**src/logic/wdt_consts.svh**
```systemverilog
// register offsets, field positions, reset values and timing counts of the watchdog
`ifndef WDT_CONSTS_SVH
`define WDT_CONSTS_SVH

// ----------------------------------------
// register byte offsets on the bus
// ----------------------------------------
`define WDT_OFS_CTRL      8'h00
`define WDT_OFS_CAUSE     8'h04
`define WDT_OFS_PINKEY    8'h08
`define WDT_OFS_STAT      8'h0C
`define WDT_OFS_IRQ       8'h10
`define WDT_OFS_MASK      8'h14

// ----------------------------------------
// fields and reset values
// ----------------------------------------
`define WDT_CTRL_POR      8'h53
`define WDT_PINKEY_POR    8'h55
`define WDT_PINKEY_RES    8'hAA
`define WDT_KEY_HI        7
`define WDT_KEY_LO        3
`define WDT_SEL_HI        2
`define WDT_KEY_OFF       5'h15
`define WDT_KEY_ON        5'h0A
`define WDT_STAT_TO       0
`define WDT_STAT_PDF      1
`define WDT_IRQ_OVF       0
`define WDT_IRQ_KEY       1

// ----------------------------------------
// widths and timing
// ----------------------------------------
`define WDT_CNT_W         18
`define WDT_FCNT_W        16
`define WDT_RC_KHZ        32
`define WDT_KEY_FAULT_CYC 100

`endif

```
**src/logic/wdt_pkg.sv**
```systemverilog
// types shared by the watchdog modules
`include "wdt_consts.svh"

package wdt_pkg;

  typedef enum logic [0:0] {
    WDT_F_IDLE = 1'b0,
    WDT_F_WAIT = 1'b1
  } wdt_fault_e;

  typedef struct packed {
    logic [`WDT_CNT_W-1:0] cnt;
    logic                  ovf;
  } wdt_cnt_s;

  typedef struct packed {
    logic [7:0]             ctrl;
    logic [7:0]             pinkey;
    logic                   key_fault;
    logic                   timeout;
    logic                   pdown;
    logic [1:0]             irq_stat;
    logic [1:0]             irq_mask;
    wdt_fault_e             fault;
    logic [`WDT_FCNT_W-1:0] fcnt;
    logic [31:0]            prdata;
    logic                   cpu_reset;
    logic                   pcsp_reset;
  } wdt_top_s;

endpackage

```
**src/logic/wdt_cnt_if.sv**
```systemverilog
// link between the watchdog control logic and its counter
`timescale 1ns/1ps
`include "wdt_consts.svh"

interface wdt_cnt_if;
  logic                  tick;
  logic                  clear;
  logic                  run;
  logic [2:0]            sel;
  logic [`WDT_CNT_W-1:0] count;
  logic                  ovf;

  modport ctl (output tick, output clear, output run, output sel, input count, input ovf);
  modport cnt (input tick, input clear, input run, input sel, output count, output ovf);
endinterface

```
**src/logic/wdt_top.sv**
```systemverilog
// watchdog timer with key protection, reset-cause flag and APB register file
//
// Added by the designer: the register offsets and the APB slave port.
`timescale 1ns/1ps
`include "wdt_consts.svh"

module wdt_top #(
  parameter int unsigned KEY_FAULT_CYCLES = `WDT_KEY_FAULT_CYC
) (
  // clock and reset
  input  wire logic        clk_sys,
  input  wire logic        rst_n,
  // apb slave
  input  wire logic [7:0]  paddr,
  input  wire logic        psel,
  input  wire logic        penable,
  input  wire logic        pwrite,
  input  wire logic [31:0] pwdata,
  output logic [31:0]      prdata,
  output logic             pready,
  output logic             pslverr,
  // cpu core
  input  wire logic        watchdog_clear_instruction,
  input  wire logic        sleep_instruction,
  input  wire logic        cpu_low_power,
  output logic             cpu_reset,
  output logic             pc_sp_reset,
  output logic             irq,
  // pins
  input  wire logic        slow_rc_clock,
  input  wire logic        ext_nrst_pin
);

  // ----------------------------------------
  // reset release
  // ----------------------------------------
  logic [1:0] rst_sync;
  logic       rst_sys_n;

  always_ff @(posedge clk_sys or negedge rst_n) begin
    if (!rst_n) begin
      rst_sync <= 2'h0;
    end else begin
      rst_sync <= {rst_sync[0], 1'b1};
    end
  end

  assign rst_sys_n = rst_sync[1];

  // ----------------------------------------
  // pins and counter
  // ----------------------------------------
  logic rc_rise;
  logic pin_lvl;

  wdt_cnt_if ci ();

  wdt_sync3 #(
    .INIT      (1'b0)
  ) u_rc_sync (
    .clk_sys   (clk_sys),
    .rst_sys_n (rst_sys_n),
    .d         (slow_rc_clock),
    .lvl       (),
    .rise      (rc_rise),
    .fall      ()
  );

  // pin idles high so a released reset does not look like a reset request
  wdt_sync3 #(
    .INIT      (1'b1)
  ) u_pin_sync (
    .clk_sys   (clk_sys),
    .rst_sys_n (rst_sys_n),
    .d         (ext_nrst_pin),
    .lvl       (pin_lvl),
    .rise      (),
    .fall      ()
  );

  wdt_counter u_counter (
    .clk_sys   (clk_sys),
    .rst_sys_n (rst_sys_n),
    .ci        (ci)
  );

  // ----------------------------------------
  // state
  // ----------------------------------------
  localparam logic [`WDT_FCNT_W-1:0] FCNT_LOAD = `WDT_FCNT_W'(KEY_FAULT_CYCLES - 1);

  localparam wdt_pkg::wdt_top_s ST_RST = '{
    ctrl:       `WDT_CTRL_POR,
    pinkey:     `WDT_PINKEY_POR,
    key_fault:  1'b0,
    timeout:    1'b0,
    pdown:      1'b0,
    irq_stat:   2'h0,
    irq_mask:   2'h0,
    fault:      wdt_pkg::WDT_F_IDLE,
    fcnt:       '0,
    prdata:     32'h00000000,
    cpu_reset:  1'b1,
    pcsp_reset: 1'b0
  };

  wdt_pkg::wdt_top_s st;
  wdt_pkg::wdt_top_s next_st;

  logic        wr;
  logic        rd;
  logic        addr_ok;
  logic [4:0]  key;
  logic        key_illegal;
  logic [4:0]  key_new;
  logic        illegal_wr;
  logic        pin_rst;
  logic        fault_done;
  logic        ovf_full;
  logic        full_rst;
  logic [31:0] rdata;

  // ----------------------------------------
  // decode
  // ----------------------------------------
  assign wr          = psel && penable && pwrite;
  assign rd          = psel && penable && !pwrite;
  assign key         = st.ctrl[`WDT_KEY_HI:`WDT_KEY_LO];
  assign key_illegal = (key != `WDT_KEY_ON) && (key != `WDT_KEY_OFF);
  assign key_new     = pwdata[`WDT_KEY_HI:`WDT_KEY_LO];
  assign illegal_wr  = wr && (paddr == `WDT_OFS_CTRL) && (key_new != `WDT_KEY_ON) && (key_new != `WDT_KEY_OFF);
  assign pin_rst     = (st.pinkey == `WDT_PINKEY_RES) && !pin_lvl;
  assign fault_done  = (st.fault == wdt_pkg::WDT_F_WAIT) && (st.fcnt == '0);
  assign ovf_full    = ci.ovf && !cpu_low_power;
  assign full_rst    = fault_done || ovf_full || pin_rst;

  always_comb begin
    addr_ok = 1'b1;
    unique case (paddr)
      `WDT_OFS_CTRL:   rdata = {24'h000000, st.ctrl};
      `WDT_OFS_CAUSE:  rdata = {31'h00000000, st.key_fault};
      `WDT_OFS_PINKEY: rdata = {24'h000000, st.pinkey};
      `WDT_OFS_STAT:   rdata = {30'h00000000, st.pdown, st.timeout};
      `WDT_OFS_IRQ:    rdata = {30'h00000000, st.irq_stat};
      `WDT_OFS_MASK:   rdata = {30'h00000000, st.irq_mask};
      default: begin
        rdata   = 32'h00000000;
        addr_ok = 1'b0;
      end
    endcase
  end

  // ----------------------------------------
  // counter control
  // ----------------------------------------
  assign ci.tick  = rc_rise;
  // software keeps the counter from overflowing with the clear input
  assign ci.clear = illegal_wr || watchdog_clear_instruction || sleep_instruction
                    || pin_rst || full_rst;
  assign ci.run   = (key == `WDT_KEY_ON) && (st.fault == wdt_pkg::WDT_F_IDLE);
  assign ci.sel   = st.ctrl[`WDT_SEL_HI:0];

  // ----------------------------------------
  // next state
  // ----------------------------------------
  always_comb begin
    next_st            = st;
    next_st.pcsp_reset = 1'b0;
    next_st.cpu_reset  = full_rst;
    if (psel && !penable) begin
      next_st.prdata = rdata;
    end
    if (wr) begin
      unique case (paddr)
        `WDT_OFS_CTRL:   next_st.ctrl = pwdata[7:0];
        `WDT_OFS_CAUSE: begin
          // writing one leaves the flag alone
          if (!pwdata[0]) begin
            next_st.key_fault = 1'b0;
          end
        end
        `WDT_OFS_PINKEY: next_st.pinkey = pwdata[7:0];
        `WDT_OFS_MASK:   next_st.irq_mask = pwdata[1:0];
        default: begin
        end
      endcase
    end
    if (rd && paddr == `WDT_OFS_IRQ) begin
      next_st.irq_stat = 2'h0;
    end
    // a corrupted key is caught from the stored value, not only from writes
    unique case (st.fault)
      wdt_pkg::WDT_F_IDLE: begin
        if (key_illegal) begin
          next_st.fault = wdt_pkg::WDT_F_WAIT;
          next_st.fcnt  = FCNT_LOAD;
        end
      end
      wdt_pkg::WDT_F_WAIT: begin
        if (fault_done) begin
          next_st.fault = wdt_pkg::WDT_F_IDLE;
        end else begin
          next_st.fcnt = st.fcnt - `WDT_FCNT_W'(1);
        end
      end
    endcase
    if (watchdog_clear_instruction) begin
      next_st.pdown = 1'b0;
    end
    if (sleep_instruction) begin
      next_st.pdown   = 1'b1;
      next_st.timeout = 1'b0;
    end
    // hardware sets after the software clears so a same-cycle event survives
    if (fault_done) begin
      next_st.key_fault = 1'b1;
      next_st.irq_stat[`WDT_IRQ_KEY] = 1'b1;
    end
    if (ci.ovf) begin
      next_st.timeout = 1'b1;
      next_st.irq_stat[`WDT_IRQ_OVF] = 1'b1;
      if (cpu_low_power) begin
        next_st.pcsp_reset = 1'b1;
      end
    end
    // device reset restores the control key; pin reset keeps the pin key so the pin stays a reset
    if (full_rst) begin
      next_st.ctrl = `WDT_CTRL_POR;
    end
    if (fault_done || ovf_full) begin
      next_st.pinkey = `WDT_PINKEY_POR;
    end
  end

  always_ff @(posedge clk_sys or negedge rst_sys_n) begin
    if (!rst_sys_n) begin
      st <= ST_RST;
    end else begin
      st <= next_st;
    end
  end

  // ----------------------------------------
  // outputs
  // ----------------------------------------
  assign prdata      = st.prdata;
  assign pready      = 1'b1;
  assign pslverr     = psel && penable && !addr_ok;
  assign cpu_reset   = st.cpu_reset;
  assign pc_sp_reset = st.pcsp_reset;
  assign irq         = |(st.irq_stat & st.irq_mask);
endmodule

```
**src/logic/wdt_sync3.sv**
```systemverilog
// three-stage pin synchroniser with agreement filter and edge pulses
`timescale 1ns/1ps

module wdt_sync3 #(
  parameter logic INIT = 1'b0
) (
  // clock and reset
  input  wire logic clk_sys,
  input  wire logic rst_sys_n,
  // pin and filtered result
  input  wire logic d,
  output logic      lvl,
  output logic      rise,
  output logic      fall
);

  typedef struct packed {
    logic s1;
    logic s2;
    logic s3;
    logic lvl;
    logic rise;
    logic fall;
  } wdt_sync_s;

  wdt_sync_s st;
  wdt_sync_s next_st;

  always_comb begin
    next_st      = st;
    next_st.s1   = d;
    next_st.s2   = st.s1;
    next_st.s3   = st.s2;
    next_st.rise = 1'b0;
    next_st.fall = 1'b0;
    // only stages two and three are compared; stage one may be metastable
    if (st.s2 == st.s3 && st.s3 != st.lvl) begin
      next_st.lvl  = st.s3;
      next_st.rise = st.s3;
      next_st.fall = ~st.s3;
    end
  end

  always_ff @(posedge clk_sys or negedge rst_sys_n) begin
    if (!rst_sys_n) begin
      st <= '{s1: INIT, s2: INIT, s3: INIT, lvl: INIT, rise: 1'b0, fall: 1'b0};
    end else begin
      st <= next_st;
    end
  end

  assign lvl  = st.lvl;
  assign rise = st.rise;
  assign fall = st.fall;

endmodule

```
**src/logic/wdt_counter.sv**
```systemverilog
// eighteen-bit watchdog up-counter with selectable overflow tap
`timescale 1ns/1ps
`include "wdt_consts.svh"

module wdt_counter (
  // clock and reset
  input  wire logic clk_sys,
  input  wire logic rst_sys_n,
  // control side
  wdt_cnt_if.cnt    ci
);

  wdt_pkg::wdt_cnt_s     st;
  wdt_pkg::wdt_cnt_s     next_st;
  logic [`WDT_CNT_W-1:0] mask;

  always_comb begin
    unique case (ci.sel)
      3'h0: mask = 18'h000FF;
      3'h1: mask = 18'h003FF;
      3'h2: mask = 18'h00FFF;
      3'h3: mask = 18'h03FFF;
      3'h4: mask = 18'h07FFF;
      3'h5: mask = 18'h0FFFF;
      3'h6: mask = 18'h1FFFF;
      3'h7: mask = 18'h3FFFF;
    endcase
  end

  always_comb begin
    next_st     = st;
    next_st.ovf = 1'b0;
    if (ci.clear) begin
      next_st.cnt = '0;
    end else if (ci.run && ci.tick) begin
      if ((st.cnt & mask) == mask) begin
        next_st.cnt = '0;
        next_st.ovf = 1'b1;
      end else begin
        next_st.cnt = st.cnt + 18'h00001;
      end
    end
  end

  always_ff @(posedge clk_sys or negedge rst_sys_n) begin
    if (!rst_sys_n) begin
      st <= '{cnt: '0, ovf: 1'b0};
    end else begin
      st <= next_st;
    end
  end

  assign ci.count = st.cnt;
  assign ci.ovf   = st.ovf;
endmodule

```
**config.mk**
```make
export PLATFORM = sky130hd
export DESIGN_NAME = wdt_top
export DESIGN_NICKNAME = d
export VERILOG_FILES = /design/src/logic/wdt_pkg.sv /design/src/logic/wdt_cnt_if.sv /design/src/logic/wdt_top.sv /design/src/logic/wdt_sync3.sv /design/src/logic/wdt_counter.sv
export VERILOG_INCLUDE_DIRS = /design/src /design/src/logic
export SDC_FILE = /design/constraint.sdc
export NUM_CORES = 1
export LEC_CHECK = 0
export BUFFER_PORTS_ARGS = -buffer_cell sky130_fd_sc_hd__buf_2
export CORE_ASPECT_RATIO = 1.4
export CORE_MARGIN = 3
export CORE_UTILIZATION = 45
export CTS_BUF_LIST = sky130_fd_sc_hd__clkbuf_4 sky130_fd_sc_hd__clkbuf_8
export DETAILED_ROUTE_END_ITERATION = 7
export GPL_TIMING_DRIVEN = 1
export PLACE_DENSITY_LB_ADDON = 0.25
export SYNTH_ARGS = -nofsm -noshare
export SYNTH_HDL_FRONTEND = slang
export SYNTH_SLANG_ARGS = --single-unit
```
**constraint.sdc**
```tcl
create_clock -name clk_sys -period 2.6 [get_ports clk_sys]
set_input_delay 0.13 -clock clk_sys [delete_from_list [all_inputs] [get_ports clk_sys]]
set_output_delay 0.13 -clock clk_sys [all_outputs]
set_load 0.01 [all_outputs]
```
==> flow_summary.json, run 1 <==
{
  "drcViolationCount": 0,
  "dieArea_mm2": 0.0107,
  "cts_inserted_buffers": 9,
  "met2_length_um": 4340,
  "fin_worst_skew_ns": 0.0108,
  "status": "finished clean",
  "wl_met3_um": 340,
  "layout_commonest_cell": "dfrtp_1",
  "n_fill_cell": 859,
  "hold_viol_final": 0,
  "reg2reg_depth": 7,
  "postLayoutCellArea_mm2": 0.00467,
  "seqCellArea_mm2": 0.00202,
  "synth_xor_area_share_pct": 3.70,
  "cp.arrival_ns": 2.62,
  "p_clk_share_pct": 39.7,
  "io_buffer_count": 37,
  "endpoint_kind": "flip-flop",
  "die_w_um": 88.3,
  "synth_edf_count": 0,
  "grt_pass1_wl_um": 14700,
  "placed_cell_area_mm2": 0.00443,
  "cpPeakStageDelay_ns": 0.52,
  "wl_per_cell_um": 14.8,
  "gp_routability_congestion": 0.818,
  "core_area_mm2": 0.00913,
  "htreeDepth": 3,
  "cp.required_ns": 2.81,
  "start_util_pct": 46.7,
  "period_needed_ns": 2.42,
  "syn_area_per_cell_um2": 9.56,
  "timing.final.crit_share_pct": 92.9,
  "cts_buffer_depth": 2,
  "comb_power_share_pct": 4.3,
  "crit_slowest_cell": "or4b_1",
  "netlist-cell-type-count": 59,
  "vias": 3221,
  "final_cell_mix": "66 x dfrtp_1, 53 x nand2_1, 37 x buf_2",
  "slew_violations": 0,
  "power.density_mw_per_mm2": 497,
  "startpoint_type": "flip-flop",
  "synth_fa_ha_area_share_pct": 1.35,
  "internal_power_w": 0.00179,
  "crit_fanout": 19,
  "p_leak_nw": 1.98,
  "rsz0062_at_grt": "no",
  "multi_input_area_mm2": 0.00196,
  "async_flop_share_pct": 100,
  "slew_headroom_pct": 38.0,
  "ant_nets": 0,
  "tightest_slew_ns": 0.929,
  "cap_viol_max_count": 0,
  "hp-class": "in -> reg",
  "drtIter0Drc": 222,
  "muxShareOfSynthArea_pct": 4.11,
  "syn_inst": 446,
  "antenna_found_initial": 0,
  "cts_resized": 0,
  "gr-total-overflow": 0,
  "synth_area_mm2": 0.00426,
  "cts.sinks": 80,
  "row_count": 41,
  "die_h_um": 121,
  "r2r_slack_ns": 0.18,
  "drt-met1-wl_um": 3870,
  "grt_max_degree": 74,
  "n_antenna_cell": 0,
  "finalSetupViolCount": 0,
  "critPathLaunch": "st[34]",
  "synth_sequential_area_ratio_pct": 47.3,
  "drt_wl_total_um": 8790,
  "synth-main-ff-cell": "dfrtp_1",
  "clock.fmax_ghz": 0.414,
  "yosysWarnings": 0,
  "dpl.hpwl_um": 6460,
  "clkTransAtPathRegs_ns": 0.08,
  "syn_to_final_growth_pct": 9.60,
  "fin_nets": 534,
  "ioPinCount": 87,
  "yosys.area_share.simple_pct": 26.0,
  "seq_power_share_pct": 56.0,
  "path_class": "reg -> reg",
  "crit-reg2reg-launch": "st[34]",
  "insertion_delay_ns": 0.36,
  "regToRegEndpoint": "u_counter.ci.count[15]",
  "crit_chain": "inv_1, ha_1, or4b_1, nor4_2, nor3b_2, o211ai_2, nor4_1",
  "synth-seq-cells": 80,
  "viasPerCell": 5.43,
  "peakVddDrop_mv": 0.309,
  "cts_tree": "done",
  "grt_pass1_vias": 3069,
  "p_sw_share_pct": 22.8,
  "setup_tns_ns": 0,
  "switchingPower_w": 0.000528,
  "root_buffer": "clkbuf_8",
  "drive_above_1_share_pct": 19.3,
  "firstDrtPassIters": 5,
  "grtUsageTotal_pct": 17.7,
  "synth_compound_area_share_pct": 8.63,
  "endpoint": "u_counter.ci.count[15]",
  "synth_top_family_by_area": "simple AND/OR/NAND/NOR gates",
  "dr.max_layer_used": "met4"
}
## layer usage
metal,vias up,track usage [%]
met5,-,0
met4,0,7.37
met3,12,4.48
met2,55,28.0
met1,1564,22.8
li1,1590,-
## cell usage after synthesis, drive strengths merged, types with 9 or more instances
master  count  area (µm²)
nor3       16        91.3
o21ai      15        75.1
nor4       12        81.3
dfrtp      67        1680
buf        40         289
clkbuf     14        52.6
nand4       9        56.3
nand2      53         199
nand3      31         155
xor2       10        87.6
a21oi      14        70.1
nor2       34         128
dfstp      13         342
mux2i      13         130
## state kept, by name, summed over array words and instances (netlist names)
signal and flops:
ci.sel 3, u_counter.ci.count 18, pc_sp_reset 1, u_pin_sync.st 1, key 5, u_rc_sync.st 1
st 32, u_pin_sync.next_st 2, u_rc_sync.rise 1, cpu_reset 1, u_rc_sync.next_st 2, rst_sync 2
u_pin_sync.lvl 1, u_rc_sync.lvl 1, prdata 8, u_counter.ci.ovf 1
## worst max-delay path: cells and delay by family, from the launching register on
family,cells,cell delay [ns]
simple gates,4,1.25
buf+inv,1,0.10
compound gates,1,0.35
flops,1,0.39
fa+ha+maj,1,0.16
## logic make-up (layout without fill, tap and decap cells)
| family | Yosys count | in the layout |
|---|---|---|
| flops | 80 | 80 |
| xor+xnor | 18 | 18 |
| buf+inv | 62 | 78 |
| mux | 16 | 16 |
| simple gates | 206 | 206 |
| fa+ha+maj | 5 | 5 |
| other cells | 2 | 26 |
| compound gates | 57 | 57 |
## power by group through the flow
| stage | Sequential [W] | Clock, W | Combinational (W) |
|---|---|---|---|
| after floorplan | 0.00131 | 0 | 0.0000852 |
| after global placement | 0.00132 | 0 | 0.0000924 |
| after detailed placement | 0.00132 | 0 | 0.0000942 |
| after CTS | 0.00130 | 0.000944 | 0.000101 |
| after global routing | 0.00131 | 0.00100 | 0.000113 |
| final | 0.00130 | 0.000922 | 0.000101 |
## per-stage QoR
| step | hold slack, ns | worst slack, ns | power, W | std cells | util [%] |
|---|---|---|---|---|---|
| finish | 0.0192 | 0.185 | 0.00232 | 593 | 51.2 |
| global route | 0.0294 | 0.0162 | 0.00242 | 593 | 51.2 |
| CTS | 0.0129 | 0.148 | 0.00235 | 593 | 51.2 |
| detailed placement | -0.0838 | 0.174 | 0.00142 | 572 | 48.5 |
| global placement | -0.0848 | 0.223 | 0.00142 | 572 | 48.5 |
| floorplan | -0.166 | 0.230 | 0.00140 | 470 | - |
## how the worst min path moves through the flow
stage	from	end	slack (ns)	cells after the start
floorplan	rst_n	rst_sync[0]	-0.17	0
global placement	rst_n	rst_sync[0]	-0.08	1
detailed placement	rst_n	rst_sync[0]	-0.08	1
CTS	sleep_instruction	st[55]	0.01	3
global route	pwdata[2]	st[60]	0.03	3
finish	sleep_instruction	st[55]	0.02	3
## repair_timing
action                                  in CTS  in global routing
endpoints found under the setup margin       0                  0
setup buffers                                0                  0
hold buffers                                 5                  0
hold endpoints to repair                     6                  0
## cell type report
cell class | instances | share of cell area, %
clock inverter | 4 | 0.964
sequential | 80 | 43.3
timing repair buffer | 54 | 6.96
tap | 107 | 2.86
inverter | 8 | 0.643
multi-input combinational | 328 | 42.0
clock buffer | 12 | 3.27
Power figures use the tool's default switching activity.
==> run 2: changes to the inputs <==
- clock period: 2.6 -> 2.4 ns (I/O delays scaled with it)
==> flow_summary.json, run 2 (synthesized netlist as in run 1, its figures left out) <==
{
  "syn_to_final_growth_pct": 11.7,
  "power.density_mw_per_mm2": 553,
  "status": "finished clean",
  "fin_worst_skew_ns": 0.0126,
  "power_w": 0.00263,
  "largest_reg_flops": 32,
  "cts_tree": "done",
  "cts.sinks": 80,
  "endpoint_kind": "flip-flop",
  "slew_violations": 0,
  "path_class": "reg -> reg",
  "p_sw_share_pct": 23.1,
  "final_cell_mix": "66 x dfrtp_1, 53 x nand2_1, 37 x buf_2",
  "grt_pass1_wl_um": 14900,
  "p_leak_nw": 2.01,
  "crit_family": "simple AND/OR/NAND/NOR gates",
  "vias": 3222,
  "holdPathStages": 3,
  "ioPinCount": 87,
  "row_count": 41,
  "die_h_um": 121,
  "crit_slowest_cell": "o41a_1",
  "period_needed_ns": 2.24,
  "crit_chain": "inv_1, ha_1, or4b_1, o41a_1, nand4_1, xor2_1, nor2_1",
  "antenna_found_initial": 0,
  "p_clk_share_pct": 42.1,
  "grtUsageTotal_pct": 18.1,
  "drt_wl_total_um": 9150,
  "switchingPower_w": 0.000610,
  "dpl.hpwl_um": 6740,
  "insertion_delay_ns": 0.36,
  "peakVddDrop_mv": 0.593,
  "seq_power_share_pct": 53.0,
  "layout_commonest_cell": "dfrtp_1",
  "drive_above_1_share_pct": 20.0,
  "hp-class": "in -> reg",
  "grt_max_degree": 49,
  "start_util_pct": 46.7,
  "worst-path-buf-inv": 1,
  "core_area_mm2": 0.00913,
  "hold_viol_final": 0,
  "root_buffer": "clkbuf_8",
  "postLayoutCellArea_mm2": 0.00476,
  "placed_cell_area_mm2": 0.00447,
  "drcViolationCount": 0,
  "gp_routability_congestion": 0.813,
  "grt_pass1_vias": 3127,
  "dieArea_mm2": 0.0107,
  "startpoint_type": "flip-flop",
  "firstDrtPassIters": 4,
  "top_register": "st",
  "gr-total-overflow": 0,
  "cts_buffer_depth": 2,
  "cp.required_ns": 2.65,
  "cp_num_cells": 7,
  "cap_viol_max_count": 0,
  "viasPerCell": 5.40,
  "ant_nets": 0,
  "cts_setup_buffers": 0,
  "setup_tns_ns": 0,
  "cp.arrival_ns": 2.49,
  "drtIter0Drc": 102,
  "clkTransAtPathRegs_ns": 0.08,
  "internal_power_w": 0.00202,
  "fin_nets": 538,
  "timing.final.crit_share_pct": 93.5,
  "comb_power_share_pct": 5.0,
  "htreeDepth": 3,
  "finalSetupViolCount": 0,
  "clock.fmax_ghz": 0.446,
  "crit_fanout": 9,
  "io_buffer_count": 37,
  "die_w_um": 88.3,
  "cts_inserted_buffers": 9,
  "rsz0062_at_grt": "no",
  "wl_per_cell_um": 15.3,
  "reg2reg_depth": 7,
  "n_antenna_cell": 0,
  "cpPeakStageDelay_ns": 0.59
}
run 2: worst min-delay path, delay by kind of cell:
family | cells | cell delay, ns
buffers and inverters | 1 | 0.11
multiplexers | 1 | 0.07
AND/OR/NAND/NOR | 1 | 0.06
run 2: metal layers:
layer	vias up	track usage (%)	wire, µm
met3	14	3.13	236
li1	1604	-	-
met1	1552	23.0	4040
met5	-	0	0
met2	52	29.6	4670
met4	0	8.13	204
run 2: final timing paths:
path	start	slack, ns	end
max	st[34]	0.16	st[46]
min	pwdata[2]	0.03	st[60]
max reg2reg	st[34]	0.16	st[46]
min reg2reg	rst_sync[1]	0.27	u_counter.ci.ovf
max in group asynchronous	rst_sync[1]	1.44	ci.sel[1]
min in group asynchronous	rst_n	0.09	rst_sync[1]
run 2: stage by stage:
stage	setup slack, ns	util [%]	hold WS (ns)	std cells
4_1_cts	0.120	52.1	0.00610	597
2_1_floorplan	0.0297	-	-0.176	470
3_3_place_gp	0.173	49.0	-0.0946	575
6_report	0.157	52.2	0.0286	597
5_1_grt	0.0321	52.2	0.0341	597
3_5_place_dp	0.145	49.0	-0.0940	575
run 2: timing repair:
action,CTS,global route
hold endpoints to repair,6,0
hold buffers,6,0
endpoints found under the setup margin,0,2
resized for setup,0,1
run 2: final cells by class:
cell class | instances | area [µm²]
Clock inverter | 6 | 92.6
Multi-Input combinational cell | 328 | 1970
Inverter | 8 | 30.0
Fill cell | 884 | 4370
Sequential cell | 80 | 2020
Tap cell | 107 | 134
Timing Repair Buffer | 58 | 383
Clock buffer | 10 | 131
run 2: power groups by stage:
stage	sequential, W	combinational, W	clock, W
2_1_floorplan	0.00142	0.0000922	0
3_3_place_gp	0.00142	0.000121	0
3_5_place_dp	0.00142	0.000123	0
4_1_cts	0.00140	0.000131	0.00114
5_1_grt	0.00140	0.000146	0.00119
6_report	0.00139	0.000131	0.00111
